==> src/bus_port_pkg.sv <==
// Shared constants and types for the bus slave stream port
package bus_port_pkg;

  // Default port geometry
  localparam int DAT_W_DEF = 32;
  localparam int ADR_W_DEF = 8;
  localparam int TAG_W_DEF = 1;

  // Word index of each port location, taken above the byte-lane bits
  localparam int DATA_IDX = 0;
  localparam int STAT_IDX = 1;

  // Status word layout
  localparam int STAT_TXCNT_LSB = 0;
  localparam int STAT_TXCNT_W   = 2;
  localparam int STAT_RXV_BIT   = 4;
  localparam int STAT_TXFULL_BIT = 5;

  // Two-entry buffer between bus writes and the transmit stream
  localparam int BUF_DEPTH = 2;
  localparam int BUF_CNT_W = 2;

  // Reset values
  localparam logic RST_TERM = 1'b0;

  // Port sequencer states
  typedef enum logic [0:0] {
    ST_IDLE,
    ST_TERM
  } port_state_t;

  // Termination chosen for an access
  typedef enum logic [1:0] {
    RESP_NONE,
    RESP_ACK,
    RESP_ERR,
    RESP_RTY
  } resp_t;

endpackage

==> src/stream_buf.sv <==
// Small flip-flop FIFO with valid/ready on both sides
`timescale 1ns/1ns
module stream_buf
  import bus_port_pkg::*;
#(
  parameter int W     = 8,
  parameter int DEPTH = BUF_DEPTH,
  parameter int PTR_W = $clog2(DEPTH),
  parameter int CNT_W = $clog2(DEPTH + 1)
) (
  input  wire logic             core_clk,
  input  wire logic             rst_b,
  input  wire logic             flush,
  input  wire logic             in_valid,
  output logic                  in_ready,
  input  wire logic [W-1:0]     in_data,
  output logic                  out_valid,
  input  wire logic             out_ready,
  output logic      [W-1:0]     out_data,
  output logic      [CNT_W-1:0] level
);

  localparam logic [CNT_W-1:0] FULL_CNT = CNT_W'(DEPTH);
  localparam logic [PTR_W-1:0] LAST_PTR = PTR_W'(DEPTH - 1);

  logic [W-1:0]     mem_r   [DEPTH];
  logic [W-1:0]     mem_nxt [DEPTH];
  logic [PTR_W-1:0] wp_r;
  logic [PTR_W-1:0] wp_nxt;
  logic [PTR_W-1:0] rp_r;
  logic [PTR_W-1:0] rp_nxt;
  logic [CNT_W-1:0] cnt_r;
  logic [CNT_W-1:0] cnt_nxt;
  logic             push;
  logic             pop;

  // Honest full and empty straight from the count
  assign in_ready  = (cnt_r != FULL_CNT);
  assign out_valid = (cnt_r != '0);
  assign out_data  = mem_r[rp_r];
  assign level     = cnt_r;
  assign push      = in_valid & in_ready;
  assign pop       = out_valid & out_ready;

  // Each entry loads only when the write pointer selects it
  for (genvar i = 0; i < DEPTH; i++) begin : g_entry
    assign mem_nxt[i] = (push && wp_r == PTR_W'(i)) ? in_data : mem_r[i];
  end

  // Pointer and count update; flush empties without touching data
  always_comb begin
    wp_nxt  = wp_r;
    rp_nxt  = rp_r;
    cnt_nxt = cnt_r;
    if (flush) begin
      wp_nxt  = '0;
      rp_nxt  = '0;
      cnt_nxt = '0;
    end else begin
      if (push) begin
        wp_nxt = (wp_r == LAST_PTR) ? '0 : wp_r + 1'b1;
      end
      if (pop) begin
        rp_nxt = (rp_r == LAST_PTR) ? '0 : rp_r + 1'b1;
      end
      if (push && !pop) begin
        cnt_nxt = cnt_r + 1'b1;
      end else if (pop && !push) begin
        cnt_nxt = cnt_r - 1'b1;
      end
    end
  end

  always_ff @(posedge core_clk or negedge rst_b) begin
    if (!rst_b) begin
      wp_r  <= '0;
      rp_r  <= '0;
      cnt_r <= '0;
      for (int i = 0; i < DEPTH; i++) begin
        mem_r[i] <= '0;
      end
    end else begin
      wp_r  <= wp_nxt;
      rp_r  <= rp_nxt;
      cnt_r <= cnt_nxt;
      for (int i = 0; i < DEPTH; i++) begin
        mem_r[i] <= mem_nxt[i];
      end
    end
  end

endmodule

==> src/bus_slave_port.sv <==
// Synchronous bus slave port bridging bus cycles to user streams
//
// Behaviour
// - All bus outputs come from clocked registers
// - Reset forces the sequencer to idle
// - Bus reset clears port logic only
// - Every strobe gets exactly one termination
// - Act only while strobed, reset always
// - Write enable low reads, high writes
// - Address msb at top, lsb by size
// - Port may work without address lines
// - Data width matches port size, max 64
// - Byte selects mark valid data lanes
// - Acknowledge ends cycle normally
// - Error ends cycle abnormally
// - Retry means repeat the cycle later
// - Tags carry user meaning, bus timing
// - Reset synchronous, at least one cycle
// - Never two terminations in one cycle
`timescale 1ns/1ns
module bus_slave_port
  import bus_port_pkg::*;
#(
  parameter int DAT_W    = DAT_W_DEF,
  parameter int ADR_W    = ADR_W_DEF,
  parameter int TAG_W    = TAG_W_DEF,
  parameter bit USE_ADDR = 1'b1,
  parameter int SEL_W    = DAT_W / 8,
  parameter int ADR_LSB  = $clog2(SEL_W)
) (
  // Clock and the two resets
  input  wire logic             core_clk,
  input  wire logic             rst_b,
  input  wire logic             rst_i,
  // Bus side, every answer registered
  input  wire logic             cyc_i,
  input  wire logic             stb_i,
  input  wire logic             we_i,
  input  wire logic [ADR_W-1:0] adr_i,
  input  wire logic [DAT_W-1:0] dat_i,
  input  wire logic [SEL_W-1:0] sel_i,
  input  wire logic [TAG_W-1:0] tag_i,
  output logic                  ack_o,
  output logic                  err_o,
  output logic                  rty_o,
  output logic      [DAT_W-1:0] dat_o,
  output logic      [TAG_W-1:0] tag_o,
  // Transmit stream out of the write buffer
  output logic                  tx_valid,
  input  wire logic             tx_ready,
  output logic      [DAT_W-1:0] tx_data,
  output logic      [SEL_W-1:0] tx_sel,
  output logic      [TAG_W-1:0] tx_tag,
  // Receive stream feeding data reads
  input  wire logic             rx_valid,
  output logic                  rx_ready,
  input  wire logic [DAT_W-1:0] rx_data,
  input  wire logic [TAG_W-1:0] rx_tag
);

  // Limitations a user must know:
  //   one access per two cycles; each strobe is answered on its own
  //   a strobe seen during a bus reset is ignored; if it is still
  //   high after the reset it is taken then
  //   the receive source must hold its word until rx_ready is seen
  //   status reads return a zero tag

  // Buffer word packs tag, lanes and data, top down
  localparam int BUF_W = TAG_W + SEL_W + DAT_W;
  // Word index width above the byte-lane bits
  localparam int IDX_W = ADR_W - ADR_LSB;

  // Expand byte selects into a bit mask over the data lanes;
  // shared by the read and write paths so both mask the same lanes
  function automatic logic [DAT_W-1:0] lane_mask(input logic [SEL_W-1:0] sel);
    logic [DAT_W-1:0] m;
    m = '0;
    for (int b = 0; b < SEL_W; b++) begin
      m[b*8 +: 8] = {8{sel[b]}};
    end
    return m;
  endfunction

  // Sequencer and terminations
  port_state_t      state_r;
  port_state_t      state_nxt;
  logic             ack_r;
  logic             ack_nxt;
  logic             err_r;
  logic             err_nxt;
  logic             rty_r;
  logic             rty_nxt;
  // Read data and tag
  logic [DAT_W-1:0] dat_r;
  logic [DAT_W-1:0] dat_nxt;
  logic [TAG_W-1:0] tag_r;
  logic [TAG_W-1:0] tag_nxt;
  // Access decode
  resp_t            resp;
  logic             hit;
  logic             rd_ack;
  logic             is_data;
  logic             is_stat;
  logic [IDX_W-1:0] word_idx;
  // Write buffer and status
  logic             buf_in_valid;
  logic             buf_in_ready;
  logic [BUF_W-1:0] buf_in_data;
  logic [BUF_W-1:0] buf_out_data;
  logic [BUF_CNT_W-1:0] buf_level;
  logic [DAT_W-1:0] stat_word;

  // Selected only while the cycle is strobed and no answer is pending;
  // the idle gap after each answer keeps one strobe from two answers;
  // a bus reset outranks the strobe, so nothing is pushed or pulled
  assign hit = cyc_i & stb_i & ~rst_i & (state_r == ST_IDLE);

  // Port map, one word per index above the byte-lane bits:
  //   index 0   data; a write pushes the buffer, a read pulls rx
  //   index 1   status, read only
  //   others    refused with an error
  // Without address lines every access goes to the data word, which
  // suits a plain stream port; status is then out of reach.
  // Decode is only read in the cycle the strobe is taken
  if (USE_ADDR) begin : g_decode
    assign word_idx = adr_i[ADR_W-1:ADR_LSB];
    assign is_data  = (word_idx == IDX_W'(DATA_IDX));
    assign is_stat  = (word_idx == IDX_W'(STAT_IDX));
  end else begin : g_no_decode
    assign word_idx = '0;  // Address pins left unread
    assign is_data  = 1'b1;
    assign is_stat  = 1'b0;
  end

  // Status word, read only:
  //   bits 1:0  words waiting in the write buffer
  //   bit 4     receive stream has a word ready
  //   bit 5     write buffer full; writes would be retried
  // Built from live state, so a read shows the value at the taken edge
  always_comb begin
    stat_word = '0;
    stat_word[STAT_TXCNT_LSB +: STAT_TXCNT_W] = buf_level;
    stat_word[STAT_RXV_BIT]    = rx_valid;
    stat_word[STAT_TXFULL_BIT] = !buf_in_ready;
  end

  // Pick one answer per access:
  //   no byte lanes selected          error
  //   write to status or unmapped     error
  //   read of an unmapped index       error
  //   data write, buffer full         retry, nothing stored
  //   data read, source empty         retry, nothing taken
  //   status read                     acknowledge
  //   data access that can proceed    acknowledge
  // Retrying rather than waiting keeps a stalled stream from holding
  // the bus, at the price of the master polling
  always_comb begin
    resp = RESP_NONE;
    if (hit) begin
      if (sel_i == '0) begin
        resp = RESP_ERR;
      end else if (is_data && we_i) begin
        resp = buf_in_ready ? RESP_ACK : RESP_RTY;
      end else if (is_data && !we_i) begin
        resp = rx_valid ? RESP_ACK : RESP_RTY;
      end else if (is_stat && !we_i) begin
        resp = RESP_ACK;
      end else begin
        resp = RESP_ERR;
      end
    end
  end

  // Push and pop only on an acknowledged access, so retries lose nothing;
  // both act at the same edge that takes the strobe
  assign buf_in_valid = (resp == RESP_ACK) && is_data && we_i;
  assign buf_in_data  = {tag_i, sel_i, dat_i & lane_mask(sel_i)};
  assign rx_ready     = rd_ack && is_data;
  assign rd_ack       = (resp == RESP_ACK) && !we_i;

  // Answer timing, one access:
  //   edge 0  strobe taken while idle; push or pull happens here
  //   after   one termination shows for one cycle, read data in place
  //   edge 1  master sees the termination; a strobe still high here
  //           is not taken again, so back-to-back accesses cost two cycles
  //   write   word sits in the buffer when the ack shows
  //   read    rx_ready is high in the cycle before edge 0
  // Bus reset returns the sequencer to idle at the edge that sees it
  always_comb begin
    state_nxt = state_r;
    ack_nxt   = RST_TERM;
    err_nxt   = RST_TERM;
    rty_nxt   = RST_TERM;
    if (rst_i) begin
      state_nxt = ST_IDLE;
    end else begin
      case (state_r)
        ST_IDLE: begin
          if (hit) begin
            state_nxt = ST_TERM;
            ack_nxt   = (resp == RESP_ACK);
            err_nxt   = (resp == RESP_ERR);
            rty_nxt   = (resp == RESP_RTY);
          end
        end
        ST_TERM: begin
          state_nxt = ST_IDLE;
        end
        default: begin
          state_nxt = ST_IDLE;
        end
      endcase
    end
  end

  // Every bus output leaves a flip-flop on the rising edge;
  // no gates sit between these flops and the termination pins
  always_ff @(posedge core_clk or negedge rst_b) begin
    if (!rst_b) begin
      state_r <= ST_IDLE;
      ack_r   <= RST_TERM;
      err_r   <= RST_TERM;
      rty_r   <= RST_TERM;
    end else begin
      state_r <= state_nxt;
      ack_r   <= ack_nxt;
      err_r   <= err_nxt;
      rty_r   <= rty_nxt;
    end
  end

  // Read data and tag stand until the next acknowledged read, so a
  // retried or refused access leaves the last good word in place;
  // the bus reset clears them but leaves the rest of the core alone
  always_comb begin
    dat_nxt = dat_r;
    tag_nxt = tag_r;
    if (rst_i) begin
      dat_nxt = '0;
      tag_nxt = '0;
    end else if (rd_ack) begin
      if (is_data) begin
        dat_nxt = rx_data & lane_mask(sel_i);
        tag_nxt = rx_tag;
      end else begin
        dat_nxt = stat_word & lane_mask(sel_i);
        tag_nxt = '0;
      end
    end
  end

  // Read data registers; the async reset clears them with the rest
  always_ff @(posedge core_clk or negedge rst_b) begin
    if (!rst_b) begin
      dat_r <= '0;
      tag_r <= '0;
    end else begin
      dat_r <= dat_nxt;
      tag_r <= tag_nxt;
    end
  end

  // Outputs straight from the registers, no logic after them,
  // so the answer paths stay short
  assign ack_o = ack_r;
  assign err_o = err_r;
  assign rty_o = rty_r;
  assign dat_o = dat_r;
  assign tag_o = tag_r;

  // Write buffer: a stalled stream consumer fills it, then writes retry.
  // Two entries let one bus write land while the consumer takes the
  // previous word; the bus reset flushes it, the async reset clears it
  stream_buf #(
    .W     (BUF_W),
    .DEPTH (BUF_DEPTH),
    .CNT_W (BUF_CNT_W)
  ) u_tx_buf (
    .core_clk  (core_clk),
    .rst_b     (rst_b),
    .flush     (rst_i),
    .in_valid  (buf_in_valid),
    .in_ready  (buf_in_ready),
    .in_data   (buf_in_data),
    .out_valid (tx_valid),
    .out_ready (tx_ready),
    .out_data  (buf_out_data),
    .level     (buf_level)
  );

  // Split buffered word back into data, lanes and tag;
  // packed as tag, lanes, data from the top down
  assign tx_data = buf_out_data[DAT_W-1:0];
  assign tx_sel  = buf_out_data[DAT_W +: SEL_W];
  assign tx_tag  = buf_out_data[DAT_W+SEL_W +: TAG_W];

endmodule

==> config.mk <==
export PLATFORM = sky130hd
export DESIGN_NAME = bus_slave_port
export DESIGN_NICKNAME = d
export VERILOG_FILES = /design/src/bus_port_pkg.sv /design/src/stream_buf.sv /design/src/bus_slave_port.sv
export SDC_FILE = /design/constraint.sdc
export NUM_CORES = 1
export LEC_CHECK = 0
export ABC_AREA = 1
export BUFFER_PORTS_ARGS = -buffer_cell sky130_fd_sc_hd__buf_4
export CORE_ASPECT_RATIO = 1.5
export CORE_MARGIN = 1
export CORE_UTILIZATION = 40
export CTS_BUF_LIST = sky130_fd_sc_hd__clkbuf_16
export CTS_CLUSTER_DIAMETER = 200
export CTS_CLUSTER_SIZE = 20
export DETAILED_ROUTE_END_ITERATION = 12
export GPL_TIMING_DRIVEN = 0
export PLACE_DENSITY = 0.75
export SYNTH_ARGS = -nofsm -noshare
export SYNTH_HDL_FRONTEND = slang
export SYNTH_HIERARCHICAL = 1
export SYNTH_SLANG_ARGS = --single-unit
==> constraint.sdc <==
create_clock -name core_clk -period 2.2 [get_ports core_clk]
set_input_delay 0.66 -clock core_clk [delete_from_list [all_inputs] [get_ports core_clk]]
set_output_delay 0.66 -clock core_clk [all_outputs]
set_load 0.05 [all_outputs]
==> results of run 1 <==
-- synth_stat cells, types with 4 or more instances --
master    number
nand4_1       35
buf_6         16
o21ai_1       56
buf_1          4
clkbuf_1      11
nand3_1       38
o21ai_0       12
o21ai_2       11
nor2_1        41
nand2_1      290
dfrtp_1      115
inv_2          9
inv_1        115
buf_2         11
nor2_4         5
-- stage by stage --
| stage | TNS [ns] | instances | utilization [%] | hold slack, ns | worst slack (ns) |
|---|---|---|---|---|---|
| CTS | -15.83 | 1186 | 57.91 | 0.1882 | -0.2783 |
| global placement | -42.33 | 1140 | 51.08 | 0.4665 | -0.5808 |
| finish | -1.281 | 1196 | 61.65 | 0.1891 | -0.1974 |
| floorplan | -11.09 | 786 | - | 0.3644 | -0.2094 |
| global route | -4.347 | 1196 | 61.65 | 0.2204 | -0.2898 |
| detailed placement | -46.65 | 1141 | 51.29 | 0.4679 | -0.6366 |
-- timing repair --
item                                    in CTS  in global routing
buffers inserted                            15                  8
pin swaps                                   11                 14
resized for setup                           64                113
hold endpoints to repair                     0                  0
endpoints found under the setup margin     111                106
cloned                                       3                  7
-- cell families (layout without fill, tap and decap cells) --
group / count (synthesis) / after routing
DFF: 115 / 115
and+or+nand+nor: 418 / 418
buffers and inverters: 170 / 384
AOI/OAI and AO/OA: 83 / 83
-- state kept, by name, summed over array words and instances, names as in the netlist --
register        cells
u_tx_buf/mem_r     74
tag_o               1
u_tx_buf/wp_r       1
ack_o               1
err_o               1
dat_o              32
u_tx_buf/rp_r       1
state_r             1
rty_o               1
u_tx_buf/level      2
-- layout make-up --
cell class | count | area (µm²)
clock buffers | 17 | 425.4
well taps | 196 | 245.2
flip-flops and latches | 115 | 2880
inverters | 125 | 470.5
repair buffers | 190 | 1689
multi-input cells | 501 | 2661
clock inverters | 14 | 147.6
plain buffers | 38 | 435.4
fillers | 1272 | 5572
-- layer usage --
layer / share of wire, % / GRT usage, % / vias up
met5: 0 / 0 / -
met4: 2.6 / 8.406 / 0
met3: 4.0 / 4.015 / 34
met2: 56 / 43.13 / 175
met1: 38 / 25.34 / 2772
li1: - / - / 2829
-- critical path, stage by stage --
cell     delay [ns]
buf_4          0.13
nor2_1         0.13
nand3_2        0.11
nor2_2         0.14
nor2_2         0.04
nor2_2         0.12
nand3_4        0.12
nor2_4         0.14
buf_8          0.15
-- power breakdown --
group	switching, µW	internal (µW)	total, µW
clock	951	1740	2700
combinational	482	289	771
sequential	15.1	2140	2160
total	1450	4170	5620
-- path summary, 6_finish.rpt --
| kind | cells past startpoint | start | slack (ns) | end |
|---|---|---|---|---|
| min in group core_clk | 2 | u_tx_buf/mem_r[23] | 0.48 | u_tx_buf/mem_r[23] |
| max in group asynchronous | 2 | rst_b | 1.30 | u_tx_buf/mem_r[2] |
| setup reg to reg | 12 | state_r | 0.12 | u_tx_buf/mem_r[55] |
| setup / recovery | 9 | we_i | -0.20 | rx_ready |
| hold reg to reg | 2 | u_tx_buf/mem_r[23] | 0.48 | u_tx_buf/mem_r[23] |
| hold / removal | 1 | rst_b | 0.19 | dat_o[9] |
-- placed cells by master (no fill, tap or decap) --
cell and count:
nand3_2 3, clkinv_1 2, clkbuf_4 2, buf_1 3
bufinv_16 3, buf_4 163, buf_6 23, buf_16 3
buf_2 5, o21ai_0 6, nor2_4 8, nand3_1 36
a21oi_4 1, nor2_1 36, dfrtp_2 2, nand2_1 244
clkbuf_16 25, buf_8 9, buf_12 6, inv_2 10
nand4_1 35, o21ai_1 29, o21ai_4 1, nand2_2 29
nor3_4 1, nor2_2 4, nand3_4 2, o21ai_2 43
dfrtp_1 113, clkbuf_1 3, clkinv_2 5, clkinvlp_4 3
clkbuf_8 3, nand2_8 1, a21oi_1 3, nand2_4 19
inv_1 116
==> flow_summary.ini, run 1 <==
[synth]
synthMuxAreaShare_pct = 0
synth_cell_types = 24
synth_top_cell_by_area = dfrtp_1
yosys_warnings = 6
synth_fp_nets = 872
yosys-top-cells-area = dfrtp_1 (49%), nand2_1 (18%), inv_1 (7.3%)
syn_avg_cell_area_um2 = 7.534
synth_ff_type = dfrtp_1
ys_ff_latch = 115
yosysSeqAreaShare_pct = 48.59
netlist.area_leader.share_pct = 48.59
synth_compound_gate_area_share_pct = 7.902
synth_fa_ha_area_share_pct = 0
synth_top_family_by_area = simple AND/OR/NAND/NOR gates
synth-xor-area-share_pct = 0
synth_edf_count = 0
synthCells = 786
synthSimpleGateAreaFrac_pct = 30.28
async_reset_ff_share_pct = 100.0
syn-cell-area_mm2 = 0.005922

[global_route]
grt_max_degree = 68
grt_pass1_wl_um = 26720
antenna_found_initial = 0
grt_pass1_vias = 5372
grt_use_total_pct = 22.92
overflow = 0

[cts]
numCtsBuffers = 17
clk_pin_slew_worst_paths_ns = 0.06
clock-sinks = 115
cts_root_buffer = clkbuf_16
postCtsHoldBufs = 0
cts_tree = built
clock_latency_ns = 0.41
clk_path_buf_depth = 2
h-tree-depth = 4

[setup_path]
path_class = primary input to output port
worstPathMaxFanout = 4
arrival_ns = 1.74
startpoint_type = primary input
cp-end-kind = output port
cp_data_required_time_ns = 1.54

[route]
vias_per_cell = 4.858
wl_um = 17930
drc = 0
wl_per_cell_um = 14.99
drtAntennaViolNets = 0
route.vias.total = 5810
drtPass1Iterations = 5
drt_iter0_drc = 256

[pwr]
finalPower_uw = 5622
leakage_uw = 0.004987
worst_ir_drop_vdd_mv = 0.4712
p_per_area_mw_per_mm2 = 627.8

[sta]
setup_ws_ns = -0.1974
rsz0062_at_grt = yes
fin_crit_ns = 2.397
slew_violations = 0
setup_viol = 45
worst-slew-pin-transition_ns = 0.5076
relSlewSlack_pct = 66.16
fmax_mhz = 417.1
finClkSkew_ns = 0.009170
period_share_pct = 109.0
hold_viol_final = 0

[cells_and_area]
drive_gt1_share_pct = 37.40
stdcell_area_mm2 = 0.008955
layout.nets = 1074
areaGrowthSynthToFinish_pct = 51.21
antenna_cells = 0

[place]
port_buffers = 158
placed_cell_area_mm2 = 0.007451
gp_congestion = 0.8150
hpwlAfterDp_um = 11700

[floorplan]
rows = 54
die_x_um = 101.3
initial_core_util_pct = 40.77
dieArea_mm2 = 0.01531
coreArea_mm2 = 0.01453
die_height_um = 151.0
io-pin-count = 161

[status]
status = finished, violations left
violations = setup timing

[worst_hold_path]
hold_class = primary input to async pin

[flow_run]
cap_violations = 0
(Power assumes the default switching activity.)
==> run 2, diff against run 1 <==
- REMOVE_ABC_BUFFERS: unset -> 1
==> run 2 against run 1 <==
  * The flow still finishes with violations (setup timing)
  * Utilization increased by 8.3 points
  * Clock skew decreased by 0.0016 ns
  * Register-to-register slack got worse by 0.35 ns
  * Critical endpoint is now u_tx_buf/mem_r[17]
==> flow_summary.ini, run 2 (same netlist as run 1, synthesis figures left out) <==
[setup_path]
worstPathMaxFanout = 9
path_class = primary input to flop
cp-end-kind = flop
arrival_ns = 2.74
rrSetupSlack_ns = -0.23
cp_data_required_time_ns = 2.49
r2r.worst_path.cells = 11
reg2reg_from = state_r
r2r-end = u_tx_buf/mem_r[17]
startpoint_type = primary input

[sta]
relSlewSlack_pct = 33.52
fmax_mhz = 408.4
finClkSkew_ns = 0.007527
hold_viol_final = 0
period_share_pct = 111.3
slew_violations = 0
fin_crit_ns = 2.448
fin_worst_hold_slack_ns = 0.1839
worst-slew-pin-transition_ns = 0.9973
rsz0062_at_grt = yes
setup_viol = 112
setup_tns_ns = -6.244
setup_ws_ns = -0.2483

[cts]
clk_path_buf_depth = 2
clock-sinks = 115
h-tree-depth = 4
clk_pin_slew_worst_paths_ns = 0.06
cts_root_buffer = clkbuf_16
postCtsHoldBufs = 0
cts_tree = built
numCtsBuffers = 17
clock_latency_ns = 0.40

[route]
vias_per_cell = 5.300
drt_iter0_drc = 279
drtPass1Iterations = 4
wl_per_cell_um = 21.16
drc = 0
route.vias.total = 6397
drtAntennaViolNets = 0
wl_um = 25540

[global_route]
grt_max_degree = 68
antenna_found_initial = 0
grt_pass1_vias = 5911
grt_pass1_wl_um = 30790
grt_use_total_pct = 27.03
overflow = 0

[floorplan]
initial_core_util_pct = 40.77
dieArea_mm2 = 0.01531
io-pin-count = 161
die_x_um = 101.3
die_height_um = 151.0
rows = 54
coreArea_mm2 = 0.01453

[place]
dp.cells = 1096
hpwlAfterDp_um = 9160
port_buffers = 158
gp_congestion = 0.7833

[cells_and_area]
final_util_pct = 69.98
largest_reg_flops = 74
drive_gt1_share_pct = 49.65
largest_register = u_tx_buf/mem_r
final_common_cell = nand2_1
antenna_cells = 0
areaGrowthSynthToFinish_pct = 71.67
final_cells = 1207
layout.nets = 1084
final_cell_mix = nand2_1 (143), buf_4 (128), inv_1 (112)

[pwr]
worst_ir_drop_vdd_mv = 0.4523
p_per_area_mw_per_mm2 = 618.9
leakage_uw = 0.005165

[status]
violations = setup timing
status = finished, violations left

[flow_run]
cap_violations = 0

[worst_hold_path]
hold_class = primary input to async pin
==> run 2: cell count changes in the layout (fill, tap and decap cells not counted), sizes merged, moves of 2 or more <==
cell | previous run | this run
nand2 | 293 | 318
clkbuf | 33 | 19
clkinvlp | 3 | 11
buf | 212 | 206
clkinv | 7 | 2
nor2 | 48 | 50
==> run 2: power by group <==
group | internal [µW] | switching [µW] | total, µW
Combinational | 466 | 674 | 1140
Clock | 1900 | 1080 | 2980
Sequential | 2140 | 28.3 | 2170
Total | 4510 | 1780 | 6290
==> run 2: metal layers <==
layer	track usage, %	part of all wire [%]	up-vias
li1	-	-	2892
met1	29.30	33	3056
met2	49.05	54	343
met3	6.138	6.8	106
met4	12.97	6.3	0
met5	0	0	-
==> run 2: worst max-delay path by stage <==
stage	startpoint	endpoint	slack [ns]	depth (start not counted)
after floorplan	adr_i[5]	u_tx_buf/mem_r[63]	-1.41	13
after global placement	adr_i[7]	u_tx_buf/mem_r[63]	-2.68	14
after detailed placement	adr_i[7]	u_tx_buf/mem_r[30]	-1.71	13
after CTS	adr_i[5]	rx_ready	-0.18	9
after global routing	adr_i[6]	u_tx_buf/mem_r[17]	-0.33	15
final	adr_i[6]	u_tx_buf/mem_r[17]	-0.25	15
==> run 2: final cells by class <==
| cell class | count | area, µm² |
|---|---|---|
| clock buffers | 17 | 425.4 |
| clock inverters | 15 | 203.9 |
| fillers | 1074 | 4360 |
| inverters | 125 | 493.0 |
| multi-input cells | 529 | 3640 |
| flip-flops and latches | 115 | 2885 |
| well taps | 196 | 245.2 |
| repair buffers | 208 | 2258 |
| repair inverters | 2 | 15.01 |
==> run 2: stage by stage <==
step,area (µm²),setup slack (ns),power (µW)
after floorplan,5608,-1.409,2509
after global placement,7039,-2.681,2805
after detailed placement,7078,-1.707,2818
after CTS,8798,-0.1781,6149
after global routing,10170,-0.3319,6490
final,10170,-0.2483,6292
==> run 2: timing repair <==
item	in CTS	in global routing
setup buffers	31	13
setup endpoints to repair	149	115
pin swaps	27	61
resized for setup	138	275
gates cloned	20	17
==> run 2: critical path, cell delays in order <==
cell     delay [ns]
buf_6          0.10
nor2_4         0.19
nand3_4        0.12
buf_6          0.15
o21ai_4        0.13
nand3_4        0.11
nor2_4         0.11
nand2_2        0.06
inv_2          0.06
inv_2          0.04
a21oi_4        0.18
buf_6          0.17
buf_16         0.20
nand2_8        0.12
o21ai_2        0.34
